$ cat config.mk
export PLATFORM = sky130hd
export DESIGN_NAME = hlc_top
export DESIGN_NICKNAME = d
export VERILOG_FILES = /design/src/hlc_pkg.sv /design/src/hlc_pos_if.sv /design/src/hlc_chan_slot.sv /design/src/hlc_top.sv
export SDC_FILE = /design/constraint.sdc
export NUM_CORES = 1
export LEC_CHECK = 0
export BUFFER_PORTS_ARGS = -buffer_cell sky130_fd_sc_hd__clkbuf_2
export CAP_MARGIN = 10
export CORE_ASPECT_RATIO = 0.7
export CORE_MARGIN = 4
export CORE_UTILIZATION = 46
export DETAILED_ROUTE_END_ITERATION = 10
export GPL_ROUTABILITY_DRIVEN = 0
export GPL_TIMING_DRIVEN = 0
export PLACE_DENSITY = 0.69
export SETUP_SLACK_MARGIN = 0.3
export SLEW_MARGIN = 20
export SYNTH_ARGS = -nofsm -noshare
export SYNTH_HDL_FRONTEND = slang
export SYNTH_SLANG_ARGS = --single-unit
$ cat constraint.sdc
create_clock -name pclk -period 5 [get_ports pclk]
set_clock_uncertainty 0.05 [all_clocks]
set_input_delay 0.75 -clock pclk [delete_from_list [all_inputs] [get_ports pclk]]
set_output_delay 0.75 -clock pclk [all_outputs]
set_load 0.005 [all_outputs]
$ cat src/hlc_pkg.sv
// Constants, field layout and types of the link channel configuration block.
// Assumes a 32-bit APB master; each 8-bit register sits in the low byte.
package hlc_pkg;
  // ---------------------------------------------------------------------
  // Register indices (byte address is four times the index)
  // ---------------------------------------------------------------------
  localparam int REG_COUNT = 13;
  localparam logic [7:0] IDX_RX1_STAT = 8'h95;
  localparam int CFG_TX_EN = 0;
  localparam int CFG_TX2_ASN = 1;
  localparam int CFG_TX3_ASN = 2;
  localparam int CFG_TX2_MSK = 3;
  localparam int CFG_TX3_MSK = 4;
  localparam int CFG_RX_EN = 5;
  localparam int CFG_RX2_ASN = 6;
  localparam int CFG_RX3_ASN = 7;
  localparam int CFG_RX2_MSK = 8;
  localparam int CFG_RX3_MSK = 9;
  localparam int CFG_RX1_CTL = 10;
  localparam logic [7:0] REG_IDX [REG_COUNT] = '{8'h84, 8'h86, 8'h87,
    8'h89, 8'h8A, 8'h8B, 8'h8D, 8'h8E, 8'h90, 8'h91, 8'h92, 8'h93, 8'h94};
  localparam logic [7:0] REG_WMASK [REG_COUNT] = '{8'h07, 8'h7F, 8'h7F,
    8'hFF, 8'hFF, 8'h07, 8'h7F, 8'h7F, 8'hFF, 8'hFF, 8'h3F, 8'h3F, 8'h3F};
  localparam logic [7:0] REG_RST = 8'h00;
  // Slot units: transmit 2, transmit 3, receive 2, receive 3
  localparam int SLOT_ASN [4] = '{CFG_TX2_ASN, CFG_TX3_ASN, CFG_RX2_ASN,
    CFG_RX3_ASN};
  localparam int SLOT_MSK [4] = '{CFG_TX2_MSK, CFG_TX3_MSK, CFG_RX2_MSK,
    CFG_RX3_MSK};
  // ---------------------------------------------------------------------
  // Field positions
  // ---------------------------------------------------------------------
  localparam int ASN_EVEN_BIT = 6;
  localparam int ASN_ODD_BIT = 5;
  localparam int CHAN_MSB = 4;
  localparam logic [2:0] MASK_TOP = 3'h7;
  localparam int CTL_LSSU_FIL = 5;
  localparam int CTL_FISU_FIL = 4;
  localparam int CTL_ADRM_LSB = 2;
  localparam int CTL_PROTO = 1;
  localparam int CTL_RECEIVER_RESET = 0;
  localparam int STAT_EMP = 5;
  localparam int STAT_OVH = 4;
  // ---------------------------------------------------------------------
  // Address compare values and defaults
  // ---------------------------------------------------------------------
  localparam logic [7:0] ADDR_CR_MASK = 8'hFD;
  localparam logic [7:0] ADDR_GROUP_A = 8'hFC;
  localparam logic [7:0] ADDR_GROUP_B = 8'hFE;
  localparam int FIFO_DEPTH_DEF = 128;
  localparam int UNIT_W_DEF = 16;
  // ---------------------------------------------------------------------
  // Types
  // ---------------------------------------------------------------------
  typedef enum logic [1:0] {
    HLC_ADRM_NONE,
    HLC_ADRM_HIGH,
    HLC_ADRM_LOW,
    HLC_ADRM_BOTH
  } hlc_adrm_type;
  typedef enum logic [1:0] {
    HLC_SU_OTHER,
    HLC_SU_FISU,
    HLC_SU_LSSU
  } hlc_su_kind_type;
endpackage

$ cat src/hlc_pos_if.sv
// Line position carrier shared by the top and the slot matchers.
// Assumes all fields change on pclk and strobe marks one line bit.
`timescale 1ns/100ps
`default_nettype none
interface hlc_pos_if;
  logic strobe;
  logic frame_odd;
  logic [4:0] channel;
  logic [2:0] bit_idx;
  modport src (output strobe, frame_odd, channel, bit_idx);
  modport sink (input strobe, frame_odd, channel, bit_idx);
endinterface
`default_nettype wire

$ cat src/hlc_chan_slot.sv
// Channel, frame parity and bit position matcher for one link unit.
// Assumes a position carrier driven from the pclk domain.
`timescale 1ns/100ps
`default_nettype none
module hlc_chan_slot (
  // Configuration
  input wire logic [7:0] assign_cfg,
  input wire logic [7:0] mask_cfg,
  input wire logic unit_on,
  // Line position
  hlc_pos_if.sink pos,
  // Result
  output logic hit
);
  import hlc_pkg::*;

  // -----------------------------------------------------------------------
  // Match terms
  // -----------------------------------------------------------------------
  wire logic parity_ok = pos.frame_odd ? assign_cfg[ASN_ODD_BIT]
                                       : assign_cfg[ASN_EVEN_BIT];
  // Both selects low leaves channel and mask without effect
  wire logic any_parity = assign_cfg[ASN_ODD_BIT]
                          | assign_cfg[ASN_EVEN_BIT];
  // Codes above 23 never meet a real channel, so they simply never hit
  wire logic chan_ok = pos.channel == assign_cfg[CHAN_MSB:0];
  wire logic [2:0] mask_pos = MASK_TOP - pos.bit_idx;
  wire logic bit_ok = mask_cfg[mask_pos];

  assign hit = pos.strobe & unit_on & any_parity & parity_ok & chan_ok
               & bit_ok;
endmodule
`default_nettype wire

$ cat src/hlc_top.sv
// Link channel configuration block: APB register file, slot insertion and
// extraction for units two and three, receiver one unit filter and FIFO.
// Assumes all inputs are produced by logic on pclk.
`timescale 1ns/100ps
`default_nettype none
module hlc_top #(
  parameter int ADDR_W = 12,
  parameter int FIFO_DEPTH = hlc_pkg::FIFO_DEPTH_DEF,
  parameter int UNIT_W = hlc_pkg::UNIT_W_DEF
) (
  // Clock and reset
  input wire logic pclk,
  input wire logic presetn,
  // APB slave
  input wire logic psel,
  input wire logic penable,
  input wire logic pwrite,
  input wire logic [ADDR_W-1:0] paddr,
  input wire logic [31:0] pwdata,
  output logic [31:0] prdata,
  output logic pready,
  output logic pslverr,
  // Line position and framing
  input wire logic line_strobe,
  input wire logic line_frame_odd,
  input wire logic [4:0] line_channel,
  input wire logic [2:0] line_bit_idx,
  input wire logic fmt_esf_dm,
  // Transmit stream
  input wire logic tx_line_in,
  input wire logic [1:0] tx_link_data,
  output logic tx_line_out,
  output logic [1:0] tx_link_take,
  output logic tx1_active,
  // Receive stream
  input wire logic rx_line_in,
  output logic rx_link_bit,
  output logic [1:0] rx_link_valid,
  output logic rx1_active,
  output logic [2:0] rx_reset_pulse,
  // Receiver one signalling units
  input wire logic rx1_unit_done,
  input wire hlc_pkg::hlc_su_kind_type rx1_unit_kind,
  input wire logic [UNIT_W-1:0] rx1_unit_word,
  input wire logic [7:0] rx1_addr_hi,
  input wire logic [7:0] rx1_addr_lo,
  input wire logic [7:0] high_address_value,
  input wire logic [7:0] rx1_low_addr_value,
  output logic rx1_unit_accept,
  output logic rx1_unit_discard,
  // Receiver one FIFO
  input wire logic rx1_fifo_wr,
  input wire logic [7:0] rx1_fifo_byte,
  input wire logic rx1_fifo_ovh,
  input wire logic rx1_fifo_rd,
  output logic [7:0] rx1_fifo_rdata,
  output logic rx1_overwrite
);
  import hlc_pkg::*;

  localparam int PW = $clog2(FIFO_DEPTH);

  // -----------------------------------------------------------------------
  // Parameter checks
  // -----------------------------------------------------------------------
  if (ADDR_W < 10)
    $error("hlc_top: ADDR_W must be at least 10");
  if (FIFO_DEPTH < 2 || (1 << PW) != FIFO_DEPTH)
    $error("hlc_top: FIFO_DEPTH must be a power of two");
  if (UNIT_W < 1)
    $error("hlc_top: UNIT_W must be positive");

  // -----------------------------------------------------------------------
  // APB decode
  // -----------------------------------------------------------------------
  logic [7:0] cfg_q [REG_COUNT];
  logic pready_q;
  logic pslverr_q;
  logic [31:0] prdata_q;
  logic [REG_COUNT-1:0] reg_hit;
  logic [7:0] rd_byte;
  logic empty_q;
  logic ovh_q;

  wire logic word_ok = (paddr[1:0] == 2'h0) && (paddr[ADDR_W-1:10] == '0);
  wire logic [7:0] reg_idx = paddr[9:2];
  wire logic stat_hit = word_ok && (reg_idx == IDX_RX1_STAT);
  wire logic mapped = (|reg_hit) || stat_hit;
  wire logic apb_access = psel & penable;
  // Answer one cycle into the access phase; the write lands at that edge
  wire logic apb_commit = apb_access & pready_q;
  wire logic apb_wr = apb_commit & pwrite;
  wire logic [7:0] stat_byte = (8'(empty_q) << STAT_EMP)
                               | (8'(ovh_q) << STAT_OVH);

  for (genvar k = 0; k < REG_COUNT; k++)
  begin : g_reg
    assign reg_hit[k] = word_ok && (reg_idx == REG_IDX[k]);
    always_ff @(posedge pclk or negedge presetn)
    begin
      if (!presetn)
        cfg_q[k] <= REG_RST;
      else if (apb_wr && reg_hit[k])
        cfg_q[k] <= pwdata[7:0] & REG_WMASK[k];
    end
  end

  always_comb
  begin
    rd_byte = 8'h00;
    for (int k = 0; k < REG_COUNT; k++)
      if (reg_hit[k])
        rd_byte = rd_byte | cfg_q[k];
    if (stat_hit)
      rd_byte = rd_byte | stat_byte;
  end

  always_ff @(posedge pclk or negedge presetn)
  begin
    if (!presetn)
    begin
      pready_q <= 1'b0;
      pslverr_q <= 1'b0;
      prdata_q <= 32'h0;
    end
    else
    begin
      pready_q <= apb_access & ~pready_q;
      pslverr_q <= apb_access & ~pready_q & ~mapped;
      if (apb_access && !pready_q)
        prdata_q <= pwrite ? 32'h0 : {24'h0, rd_byte};
    end
  end

  assign prdata = prdata_q;
  assign pready = pready_q;
  assign pslverr = pslverr_q;

  // -----------------------------------------------------------------------
  // Enables and receiver resets
  // -----------------------------------------------------------------------
  logic [2:0] receiver_reset_prev_q;
  logic [2:0] rx_rst_q;
  logic tx1_on_q;
  logic rx1_on_q;
  wire logic [2:0] tx_en = cfg_q[CFG_TX_EN][2:0];
  wire logic [2:0] rx_en = cfg_q[CFG_RX_EN][2:0];
  wire logic [2:0] receiver_reset_now = {cfg_q[CFG_RX1_CTL+2][CTL_RECEIVER_RESET],
                               cfg_q[CFG_RX1_CTL+1][CTL_RECEIVER_RESET],
                               cfg_q[CFG_RX1_CTL][CTL_RECEIVER_RESET]};
  // Only the rising edge acts; holding the bit high does nothing more
  wire logic [2:0] rst_edge = receiver_reset_now & ~receiver_reset_prev_q;
  wire logic rx1_on = rx_en[0] & fmt_esf_dm;

  always_ff @(posedge pclk or negedge presetn)
  begin
    if (!presetn)
    begin
      receiver_reset_prev_q <= 3'h0;
      rx_rst_q <= 3'h0;
      tx1_on_q <= 1'b0;
      rx1_on_q <= 1'b0;
    end
    else
    begin
      receiver_reset_prev_q <= receiver_reset_now;
      rx_rst_q <= rst_edge;
      tx1_on_q <= tx_en[0] & fmt_esf_dm;
      rx1_on_q <= rx1_on;
    end
  end

  assign tx1_active = tx1_on_q;
  assign rx1_active = rx1_on_q;
  assign rx_reset_pulse = rx_rst_q;

  // -----------------------------------------------------------------------
  // Slot insertion and extraction
  // -----------------------------------------------------------------------
  hlc_pos_if pos ();
  logic [3:0] slot_hit;
  logic tx_line_q;
  logic [1:0] tx_take_q;
  logic rx_bit_q;
  logic [1:0] rx_valid_q;
  wire logic [3:0] slot_en = {rx_en[2], rx_en[1], tx_en[2], tx_en[1]};

  assign pos.strobe = line_strobe;
  assign pos.frame_odd = line_frame_odd;
  assign pos.channel = line_channel;
  assign pos.bit_idx = line_bit_idx;

  for (genvar u = 0; u < 4; u++)
  begin : g_slot
    hlc_chan_slot u_slot (
      .assign_cfg(cfg_q[SLOT_ASN[u]]),
      .mask_cfg(cfg_q[SLOT_MSK[u]]),
      .unit_on(slot_en[u]),
      .pos(pos.sink),
      .hit(slot_hit[u])
    );
  end

  // Unit two wins if both units are pointed at the same bit
  wire logic tx_line_d = slot_hit[0] ? tx_link_data[0]
                       : slot_hit[1] ? tx_link_data[1] : tx_line_in;

  always_ff @(posedge pclk or negedge presetn)
  begin
    if (!presetn)
    begin
      tx_line_q <= 1'b0;
      tx_take_q <= 2'h0;
      rx_bit_q <= 1'b0;
      rx_valid_q <= 2'h0;
    end
    else
    begin
      tx_take_q <= {slot_hit[1] & ~slot_hit[0], slot_hit[0]};
      rx_valid_q <= slot_hit[3:2];
      if (line_strobe)
      begin
        tx_line_q <= tx_line_d;
        rx_bit_q <= rx_line_in;
      end
    end
  end

  assign tx_line_out = tx_line_q;
  assign tx_link_take = tx_take_q;
  assign rx_link_bit = rx_bit_q;
  assign rx_link_valid = rx_valid_q;

  // -----------------------------------------------------------------------
  // Receiver one unit filter
  // -----------------------------------------------------------------------
  logic [UNIT_W-1:0] lssu_prev_q;
  logic [UNIT_W-1:0] fisu_prev_q;
  logic lssu_seen_q;
  logic fisu_seen_q;
  logic accept_q;
  logic discard_q;
  wire logic [7:0] ctl1 = cfg_q[CFG_RX1_CTL];
  wire logic ss7 = ctl1[CTL_PROTO];
  wire hlc_adrm_type adrm = hlc_adrm_type'(ctl1[CTL_ADRM_LSB+1:CTL_ADRM_LSB]);
  wire logic [7:0] hi_in = rx1_addr_hi & ADDR_CR_MASK;
  wire logic hi_ok = (hi_in == (high_address_value & ADDR_CR_MASK))
                     || (hi_in == (ADDR_GROUP_A & ADDR_CR_MASK))
                     || (hi_in == (ADDR_GROUP_B & ADDR_CR_MASK));
  wire logic lo_ok = rx1_addr_lo == rx1_low_addr_value;
  wire logic addr_ok = (adrm == HLC_ADRM_NONE) ? 1'b1
                     : (adrm == HLC_ADRM_HIGH) ? hi_ok
                     : (adrm == HLC_ADRM_LOW) ? lo_ok
                     : (hi_ok & lo_ok);
  wire logic is_lssu = rx1_unit_kind == HLC_SU_LSSU;
  wire logic is_fisu = rx1_unit_kind == HLC_SU_FISU;
  wire logic lssu_rep = is_lssu && ctl1[CTL_LSSU_FIL] && lssu_seen_q
                        && (rx1_unit_word == lssu_prev_q);
  wire logic fisu_rep = is_fisu && ctl1[CTL_FISU_FIL] && fisu_seen_q
                        && (rx1_unit_word == fisu_prev_q);
  wire logic keep = ss7 ? ~(lssu_rep | fisu_rep) : addr_ok;
  wire logic unit_in = rx1_unit_done & rx1_on;

  always_ff @(posedge pclk or negedge presetn)
  begin
    if (!presetn)
    begin
      lssu_prev_q <= '0;
      fisu_prev_q <= '0;
      lssu_seen_q <= 1'b0;
      fisu_seen_q <= 1'b0;
      accept_q <= 1'b0;
      discard_q <= 1'b0;
    end
    else
    begin
      accept_q <= unit_in & keep;
      discard_q <= unit_in & ~keep;
      if (rst_edge[0])
      begin
        lssu_seen_q <= 1'b0;
        fisu_seen_q <= 1'b0;
      end
      else if (unit_in && ss7)
      begin
        if (is_lssu)
        begin
          lssu_prev_q <= rx1_unit_word;
          lssu_seen_q <= 1'b1;
        end
        if (is_fisu)
        begin
          fisu_prev_q <= rx1_unit_word;
          fisu_seen_q <= 1'b1;
        end
      end
    end
  end

  assign rx1_unit_accept = accept_q;
  assign rx1_unit_discard = discard_q;

  // -----------------------------------------------------------------------
  // Receiver one FIFO
  // -----------------------------------------------------------------------
  logic [8:0] mem_q [FIFO_DEPTH];
  logic [PW-1:0] wr_ptr_q;
  logic [PW-1:0] rd_ptr_q;
  logic [PW:0] count_q;
  logic [7:0] rdata_q;
  logic ovw_q;
  wire logic full = count_q == (PW+1)'(FIFO_DEPTH);
  wire logic fifo_push = rx1_fifo_wr & rx1_on & ~full;
  // A full FIFO keeps its contents; the late byte is lost and flagged
  wire logic fifo_ovw = rx1_fifo_wr & rx1_on & full;
  wire logic fifo_pop = rx1_fifo_rd & (count_q != '0);
  wire logic [8:0] head = mem_q[rd_ptr_q];

  always_ff @(posedge pclk)
  begin
    if (fifo_push)
      mem_q[wr_ptr_q] <= {rx1_fifo_ovh, rx1_fifo_byte};
  end

  always_ff @(posedge pclk or negedge presetn)
  begin
    if (!presetn)
    begin
      wr_ptr_q <= '0;
      rd_ptr_q <= '0;
      count_q <= '0;
      rdata_q <= 8'h00;
      ovw_q <= 1'b0;
      empty_q <= 1'b1;
      ovh_q <= 1'b0;
    end
    else if (rst_edge[0])
    begin
      wr_ptr_q <= '0;
      rd_ptr_q <= '0;
      count_q <= '0;
      ovw_q <= 1'b0;
      empty_q <= 1'b0;
      ovh_q <= 1'b0;
    end
    else
    begin
      ovw_q <= fifo_ovw;
      if (fifo_push)
        wr_ptr_q <= wr_ptr_q + 1'b1;
      if (fifo_pop)
      begin
        rd_ptr_q <= rd_ptr_q + 1'b1;
        rdata_q <= head[7:0];
        ovh_q <= head[8];
      end
      count_q <= count_q + (PW+1)'(fifo_push) - (PW+1)'(fifo_pop);
      if (fifo_push)
        empty_q <= 1'b0;
      else if (fifo_pop && count_q == (PW+1)'(1))
        empty_q <= 1'b1;
    end
  end

  assign rx1_fifo_rdata = rdata_q;
  assign rx1_overwrite = ovw_q;

  wire logic tx2_mask_sel = cfg_q[CFG_TX2_MSK][MASK_TOP - line_bit_idx];
  wire logic tx2_chan_sel = line_channel == cfg_q[CFG_TX2_ASN][CHAN_MSB:0];
  wire logic rx2_mask_sel = cfg_q[CFG_RX2_MSK][MASK_TOP - line_bit_idx];
  wire logic tx2_odd_off = line_frame_odd & ~cfg_q[CFG_TX2_ASN][ASN_ODD_BIT];
  wire logic head_ovh = head[8];
endmodule
`default_nettype wire

# Word level (Yosys, flattened, before mapping)

Memories as Yosys holds them, arrays and structs flattened.
Cells that the tools add are included.

Bits in registers: 201
Bits of input ports: 126
Logic and storage cells: 246
Memories kept: 1
Output and inout port bits: 56
Memory bits (writable): 1,152

Memories:

| memory | depth | width | rd ports | clocked after Yosys merged registers in | wr ports | RTL line       | text |
|---|---|---|---|---|---|---|---|
| mem_q  | 128   | 9     | 1        | 0                                       | 1        | hlc_top.sv:306 | `logic [8:0] mem_q [FIFO_DEPTH];` |

Equal/unequal tests: 29
Bitwise logic cells: 64
Reductions and logical operators: 57
Order comparisons: 1
Add/sub/neg operators: 5
Mux-type cells: 52

Operators by type and width:

| cell                                                | number |
|---|---|
| equality test 8 bit, second input constant          | 15 |
| 2-to-1 mux 8 bit                                    | 15 |
| logical AND 1 bit                                   | 37 |
| AND 1 bit                                           | 36 |
| equality test 16 bit                                | 2 |
| OR 8 x 6 -> 8 bit                                   | 4 |
| OR 8 bit                                            | 4 |
| 2-to-1 mux 1 bit                                    | 28 |
| 2-to-1 mux 7 bit                                    | 4 |
| OR 8 x 7 -> 8 bit                                   | 3 |
| equality test 5 bit                                 | 4 |
| adder 7 x 1 -> 7 bit, second input constant         | 2 |
| OR reduction 13 bit                                 | 1 |
| binary-select mux 1 bit (select 3 bit)              | 4 |
| nonzero test 2 bit                                  | 5 |
| adder 8 x 1 -> 8 bit                                | 1 |
| equality test 8 x 1 -> 1 bit, second input constant | 1 |
| equality test 8 bit                                 | 1 |
| OR 8 x 3 -> 8 bit                                   | 1 |
| nonzero test 8 bit                                  | 1 |
| subtractor 8 x 1 -> 8 bit                           | 1 |
| equality test 7 bit                                 | 1 |
| equality test 7 bit, second input constant          | 1 |
| inverter 1 bit                                      | 7 |
| 16 further kinds                                    | 29 |

# Longest topological paths before layout

Gate-level depths: netlist of run 1.

Depth in word-level cells: 31
Mapped depth: 15
Mapped depth without buffers: 15

# By module

From an unflattened synthesis of run 1, not the netlist that was laid out.

Cells, all modules: 2,750
Area, all modules: 53,543.9 µm²

Modules (own cells, without submodules):

| module        | cells each | area an instance (µm²) | sequential area each (µm²) | instances |
|---|---|---|---|---|
| hlc_top       | 2,698      | 53,018.3               | 39,023.7                   | 1 |
| hlc_chan_slot | 13         | 131.4                  | 0.0                        | 4 |

# Worst setup path before layout of run 1

Ideal clock, no wire load.

Path kind: input to register
Start: input rx1_fifo_wr
End: register count_q[7]
Stages: 12
Required time: 4.872 ns
Path slack: 1.837 ns
Setup time: 0.078 ns
Arrival time: 3.035 ns
Path buffers: 0
Cells stage by stage: nand3_1 a31oi_1 inv_1 ha_1 inv_1 ha_1 a21o_1 a21oi_1 o21bai_1 a2111o_1 a31o_2 a21oi_1

Cells in the longest elaborated chain, start to end: 5

RTL lines:

| element                   | RTL line       | text |
|---|---|---|
| from (decl)               | hlc_top.sv:52  | `input wire logic rx1_fifo_wr,` |
| AND 1 bit (2 in a row)    | hlc_top.sv:313 | `wire logic fifo_push = rx1_fifo_wr & rx1_on & ~full;` |
| adder 8 x 1 -> 8 bit      | hlc_top.sv:357 | `count_q <= count_q + (PW+1)'(fifo_push) - (PW+1)'(fifo_pop);` |
| subtractor 8 x 1 -> 8 bit | hlc_top.sv:357 |  |
| 2-to-1 mux 8 bit          | hlc_top.sv:337 | `else if (rst_edge[0])` |
| to (signal assigned)      | hlc_top.sv:357 |  |
| to (decl)                 | hlc_top.sv:309 | `logic [PW:0] count_q;` |

Every way passes these cells.
A chain may end at the register's enable or synchronous reset.

# Final worst setup path of run 1

Start: register count_q[2]
End: memory mem_q[51][0] (enable)

Cells in the longest elaborated chain, start to end: 5

RTL lines:

| element                                | RTL line       | text |
|---|---|---|
| equality test 8 bit                    | hlc_top.sv:312 | `wire logic full = count_q == (PW+1)'(FIFO_DEPTH);` |
| inverter 1 bit                         | hlc_top.sv:313 |  |
| AND 1 bit                              | hlc_top.sv:313 |  |
| 2-to-1 mux 1 bit                       | hlc_top.sv:321 | `if (fifo_push)` |
| 2-to-1 mux 1 bit (implied by the code) | hlc_top.sv:322 | `mem_q[wr_ptr_q] <= {rx1_fifo_ovh, rx1_fifo_byte};` |
| to (decl)                              | hlc_top.sv:306 |  |

Every way passes these cells.

==> results of run 1 <==
==> logic make-up (layout without fill, tap and decap cells) <==
group           after synthesis  after routing  share of synthesized area (%)
flops                      1329           1329                           72.4
mux                         551            551                           17.0
simple gates                430            430                           3.76
compound gates              230            230                           3.02
buf+inv                     192            538                           2.14
xor+xnor                     83             83                           1.35
fa+ha+maj                    15             15                          0.362
other cells                   1             24                        0.00696
==> tightest hold or removal path, cell delays in order <==
cell and delay [ns]:
clkbuf_2 0.09, nand2_1 0.06, nor2_1 0.04
==> synth_stat cells, types with 5 or more instances <==
master	instances	area share [%]
a21oi_1	32	0.30
o211ai_1	5	0.070
o221ai_1	8	0.13
buf_1	6	0.042
nor2_1	195	1.4
xor2_1	18	0.29
a32oi_1	7	0.11
and3_1	10	0.12
dfrtp_1	176	8.2
nor3_1	18	0.17
nand4_1	21	0.24
a222oi_1	7	0.13
ha_1	14	0.33
nand3_1	41	0.38
a31oi_1	19	0.22
buf_2	35	0.33
mux2i_1	134	2.5
a21o_1	5	0.070
and2_1	15	0.17
a22o_1	9	0.15
nor2b_1	22	0.26
nor4_1	10	0.12
mux4_2	275	11
xnor2_1	65	1.1
o21ai_0	24	0.22
a311oi_1	8	0.13
o22ai_1	27	0.31
buf_6	20	0.42
nand2_1	68	0.47
clkbuf_1	66	0.46
a22oi_1	42	0.59
mux2_2	142	3.0
edfxtp_1	1152	64
a211oi_1	6	0.084
buf_4	39	0.54
o22a_1	8	0.13
inv_1	18	0.13
buf_8	8	0.22
==> final cells by class <==
class,instances,share of cell area (%)
plain buffers,174,1.80
flip-flops and latches,1329,64.4
clock inverters,71,0.911
multi-input cells,1333,22.9
repair buffers,133,1.66
clock buffers,142,5.06
inverters,18,0.112
well taps,1537,3.17
==> state kept, by name, summed over array words and instances, names as in the netlist, 2 cells and up <==
signal / count
rx1_fifo_rdata: 8
fisu_prev_q: 16
wr_ptr_q: 7
lssu_prev_q: 16
mem_q: 1152
rd_ptr_q: 7
prdata: 8
cfg_q: 78
tx_link_take: 2
rx_reset_pulse: 3
rx_link_valid: 2
receiver_reset_prev_q: 3
count_q: 8
ctl1: 6
==> final timing paths <==
check | from | to | slack [ns]
worst min register to register | receiver_reset_prev_q[2] | rx_reset_pulse[2] | 0.35
max in group asynchronous | presetn | cfg_q[92] | 3.47
worst max-delay path | count_q[2] | mem_q[51][0] | 0.24
worst max register to register | count_q[2] | mem_q[51][0] | 0.24
worst min-delay path | rx1_unit_done | rx1_unit_accept | 0.22
min in group asynchronous | presetn | lssu_prev_q[11] | 0.37
==> layer usage <==
| metal | up-vias | track usage, % | routed length, um |
|---|---|---|---|
| met4 | 0 | 5.85 | 3510 |
| met2 | 1772 | 30.9 | 59000 |
| met3 | 223 | 7.32 | 17700 |
| li1 | 11900 | - | - |
| met1 | 15200 | 35.6 | 60600 |
| met5 | - | 0 | 0 |
==> repair_timing <==
action | in CTS | in global routing
setup endpoints to repair | 0 | 198
hold buffers | 1 | 0
hold endpoints to repair | 6 | 0
gates resized for setup | 0 | 16
==> power breakdown <==
part	internal [mW]	switching [mW]	leakage [nW]
clock	4.71	4.01	1.77
combinational	3.53	5.06	6.05
sequential	12.2	0.133	12.7
==> results.txt, run 1 <==
----------------------------------------------------
[Status]
  Run status ... finished, final reports clean

[Worst setup path]
  Worst-path fanout max ... 10
  Worst Reg2Reg Path Length in Cells ... 9
  Data arrival time of the critical path ... 5.03 ns
  WS Path Type ... flop to flop
  Worst path bufs/invs ... 3
  WP depth ... 9
  Required time at the endpoint of the critical path ... 5.27 ns
  Crit path max-delay cell type ... nor2_1
  Sequence of cells on the critical path ... inv_1 -> ha_1 -> nor3b_1 -> a31oi_1 -> inv_1 -> nor2_1 -> nand3_1 -> clkbuf_1 -> nor2_1
  Delay of the slowest cell on the worst path ... 0.99 ns
  Critical Path End Type ... flop
  Launching element type of the critical path ... flop
  Kind of cell adding the most delay to the critical path ... simple AND/OR/NAND/NOR gates

[Floorplan]
  Area of the core region ... 0.116 mm2
  Starting density of the core ... 46.6%
  Number of cell rows ... 104
  Count of pins on the block boundary ... 182
  Die X ... 417 um
  Overall die area ... 0.123 mm2
  Die boundary height ... 294 um

[Timing]
  Unrepaired setup endpoints after global routing ... true
  Final critical-path share of the clock period ... 95.2%
  Worst rel slew slack ... 11.8%
  Final Worst Setup Slack ... 0.242 ns
  Final Max Slew Viols ... 0
  Fmax ... 0.210 GHz
  Endpoints failing hold ... 0
  Setup-failing EPs final ... 0
  Final critical-path required period ... 4.76 ns
  Worst hold slack ... 0.225 ns
  Post-Route Setup TNS ... 0 ns
  Slew at the pin with the worst max-slew slack ... 1.32 ns

[Min path]
  Worst hold path cell count ... 3
  Worst hold-check path type ... input pin to flop

[Placed design]
  Total instance count after detailed placement ... 4523
  Number of port buffers ... 121
  Dpl cell area ... 0.0569 mm2
  Final HPWL DP ... 94500 um
  Place WS ... -0.0156 ns

[Detailed routing]
  Via count ... 29100
  Antenna-violating nets left ... 0
  Number of DRC violations after detailed-routing iteration 0 ... 4243
  Final routed wirelength across all metal layers ... 141000 um
  Via density per instance ... 6.15
  Drt first pass iters ... 6
  Mean routed wirelength per cell ... 29.7 um
  Final routed DRC violation total ... 0

[Synth]
  Post-synthesis sequential area ratio ... 72.4%
  Post-synthesis average cell area ... 19.0 um2
  Top_reg_cell synth ... edfxtp_1
  Count of yosys warnings during synthesis ... 0
  Async set-or-reset flop fraction in the synthesized netlist ... 13.3%
  Number of storage elements in the synthesis netlist ... 1329
  Mapped Area ... 0.0539 mm2
  Instance count of the mapped netlist ... 2831
  Library cells used by synthesis ... 70
  Number of synthesized flops with an enable pin ... 1152

[Clock tree]
  TritonCTS sink count ... 1329
  Total clock buffers created by CTS ... 117
  CTS tree ... built
  Total number of H-tree levels ... 3
  Clock Pin Slew Worst Setup and Hold Paths ... 0.06 ns
  Number of buffers on the longest clock path ... 3
  Clk root buf ... clkbuf_16
  Insertion delay to the later sink of the worst-skew pair ... 0.73 ns
  Post-CTS setup buffer count ... 0

[Global routing]
  Pin count of the biggest net entering global routing ... 129
  Wire length of the first global-routing pass ... 202000 um
  Global routing usage summed across all routing layers ... 22.8%
  Vias in the first global route ... 28000
  Number of antenna violations at the first check in global routing ... 0
  Aggregate global routing overflow ... 0

[Layout]
  Fill cell count ... 9023
  Net count, final ... 3247
  Number of non-filler instances in the completed layout ... 4737
  Final instance area ... 0.0606 mm2
  Area growth from synthesis to layout ... 12.4%
  Most frequent cells in the layout ... edfxtp_1, mux4_2, dfrtp_1, nor2_1, mux2_2
  Multi-input gate area in the final layout ... 0.0139 mm2
  Antenna Cells ... 0
  Fraction of final layout cells with drive strength greater than 1 ... 26.9%
  Most common library cell in the layout ignoring fill and taps ... edfxtp_1
  Final core occ ... 52.4%
  Storage cell area ... 0.0390 mm2

[Flow run]
  Total of max-cap violations ... 0

[Pwr]
  Leakage power total ... 20.6 nW
  VDD IR-drop max ... 0.339 mV
  Power density of the placed cells ... 489 mW/mm2
  Total chip power ... 29.6 mW

----------------------------------------------------
Power figures use the tool's default switching activity.
==> inputs of run 2 (changes only) <==
clock period = 5.46 ns   (was 5 ns; I/O delays follow)
==> run 2 against run 1 <==
  * Power decreased by 8.3%
  * Cell area about the same
  * Global-route usage unchanged
  * Largest cell class unchanged
==> results.txt, run 2 (same netlist as run 1, synthesis figures left out) <==
----------------------------------------------------
[Floorplan]
  Overall die area ... 0.123 mm2
  Area of the core region ... 0.116 mm2
  Count of pins on the block boundary ... 182
  Number of cell rows ... 104
  Die X ... 417 um
  Die boundary height ... 294 um
  Starting density of the core ... 46.6%

[Global routing]
  Number of antenna violations at the first check in global routing ... 0
  Vias in the first global route ... 28000
  Aggregate global routing overflow ... 0
  Wire length of the first global-routing pass ... 202000 um
  Pin count of the biggest net entering global routing ... 129
  Global routing usage summed across all routing layers ... 22.8%

[Pwr]
  VDD IR-drop max ... 0.312 mV
  Share of power burned in registers ... 41.5%
  Total net switching power ... 8.46 mW
  Net switching fraction of the power ... 31.2%
  P_int ... 18.7 mW
  Leakage power total ... 20.6 nW
  Clock group share of total power ... 29.5%
  Power density of the placed cells ... 448 mW/mm2
  Combinational group share of total power ... 29.0%

[Detailed routing]
  Final routed wirelength across all metal layers ... 141000 um
  Number of DRC violations after detailed-routing iteration 0 ... 4479
  Via density per instance ... 6.15
  Drt first pass iters ... 6
  Final routed DRC violation total ... 0
  Antenna-violating nets left ... 0
  Via count ... 29100
  Mean routed wirelength per cell ... 29.7 um

[Worst setup path]
  Worst-path fanout max ... 10
  Launching element type of the critical path ... flop
  Required time at the endpoint of the critical path ... 5.74 ns
  Sequence of cells on the critical path ... inv_1 -> ha_1 -> nor3b_1 -> a31oi_1 -> inv_1 -> nor2_1 -> nand3_1 -> clkbuf_1 -> nor2_1
  Delay of the slowest cell on the worst path ... 1.00 ns
  Crit path max-delay cell type ... nor2_1
  Worst reg2reg setup slack ... 0.69 ns
  Critical Path End Type ... flop
  WS Path Type ... flop to flop
  Data arrival time of the critical path ... 5.05 ns

[Placed design]
  Total instance count after detailed placement ... 4523
  Number of port buffers ... 121
  Final HPWL DP ... 94500 um

[Layout]
  Fraction of final layout cells with drive strength greater than 1 ... 26.4%
  Register with the most flip-flops ... mem_q
  Area growth from synthesis to layout ... 12.4%
  Most frequent cells in the layout ... edfxtp_1, mux4_2, nor2_1, dfrtp_1, mux2_2
  Antenna Cells ... 0
  Biggest registers after layout ... mem_q x1152, cfg_q x78
  Most common library cell in the layout ignoring fill and taps ... edfxtp_1
  Number of non-filler instances in the completed layout ... 4737
  Net count, final ... 3247
  Final core occ ... 52.3%
  Fill cell count ... 9026
  Max reg flops ... 1152

[Clock tree]
  Total number of H-tree levels ... 3
  Post-CTS Hold Fix Bufs ... 1
  Post-CTS setup buffer count ... 0
  Insertion delay to the later sink of the worst-skew pair ... 0.73 ns
  Total clock buffers created by CTS ... 117
  TritonCTS sink count ... 1329
  Clk root buf ... clkbuf_16
  CTS tree ... built
  Number of buffers on the longest clock path ... 3
  Clock Pin Slew Worst Setup and Hold Paths ... 0.07 ns
  Resized cells post-CTS ... 0

[Timing]
  Setup-failing EPs final ... 0
  Final critical-path share of the clock period ... 87.4%
  Unrepaired setup endpoints after global routing ... false
  Worst rel slew slack ... 18.9%
  Fmax ... 0.209 GHz
  Final critical-path required period ... 4.77 ns
  Final Max Slew Viols ... 0
  Slew at the pin with the worst max-slew slack ... 1.22 ns
  Post-Route Setup TNS ... 0 ns
  Endpoints failing hold ... 0

[Status]
  Run status ... finished, final reports clean

[Flow run]
  Total of max-cap violations ... 0

[Min path]
  Worst hold-check path type ... input pin to flop

----------------------------------------------------
-- run 2: cell counts in the layout (fill, tap and decap cells not counted) --
No cell type changed its count.
-- run 2: area by class of cell --
class	count	area, um2	share of cell area [%]
Buffer	174	1090	1.80
Clock buffer	142	3060	5.06
Clock inverter	71	552	0.911
Inverter	18	67.6	0.112
Multi-Input combinational cell	1333	13800	22.8
Sequential cell	1329	39000	64.5
Tap cell	1537	1920	3.18
Timing Repair Buffer	133	1010	1.66
-- run 2: routing by layer --
layer	track usage [%]	up-vias	part of all wire [%]
met5	0	-	0
met4	5.85	0	2.5
met3	7.32	218	13
met2	30.9	1760	42
met1	35.6	15200	43
li1	-	11900	-
-- run 2: path summary, 6_finish.rpt --
check | startpoint | to | cells past startpoint
max in group asynchronous | presetn | cfg_q[89] | 4
max reg2reg | count_q[2] | mem_q[51][0] | 9
min reg2reg | receiver_reset_prev_q[2] | rx_reset_pulse[2] | 1
max | count_q[2] | mem_q[51][0] | 9
min | pwdata[5] | cfg_q[5] | 2
min in group asynchronous | presetn | lssu_prev_q[11] | 2
-- run 2: critical path: cells and delay by family, from the launching register on --
kind            cells  cell delay (ns)
buf+inv             3             1.00
flops               1             0.36
simple gates        4             2.02
compound gates      1             0.72
fa+ha+maj           1             0.21
-- run 2: power by group through the flow --
stage          Clock, mW  Sequential [mW]  Combinational, mW
6_report            8.00             11.3               7.88
5_1_grt             8.50             11.3               8.17
4_1_cts             8.07             11.3               7.73
3_5_place_dp           0             11.5               7.70
3_3_place_gp           0             11.5               7.60
2_1_floorplan          0             11.4               4.91
-- run 2: through the flow --
stage                     power, mW  hold WS, ns  setup WS [ns]  instance area (um2)
after floorplan                16.3        0.327           2.23                54000
after CTS                      27.1        0.235          0.762                60500
after global placement         19.1        0.332         0.0807                56500
after detailed placement       19.2        0.339          0.375                56900
after global routing           27.9        0.266          0.549                60500
final                          27.1        0.292          0.686                60500
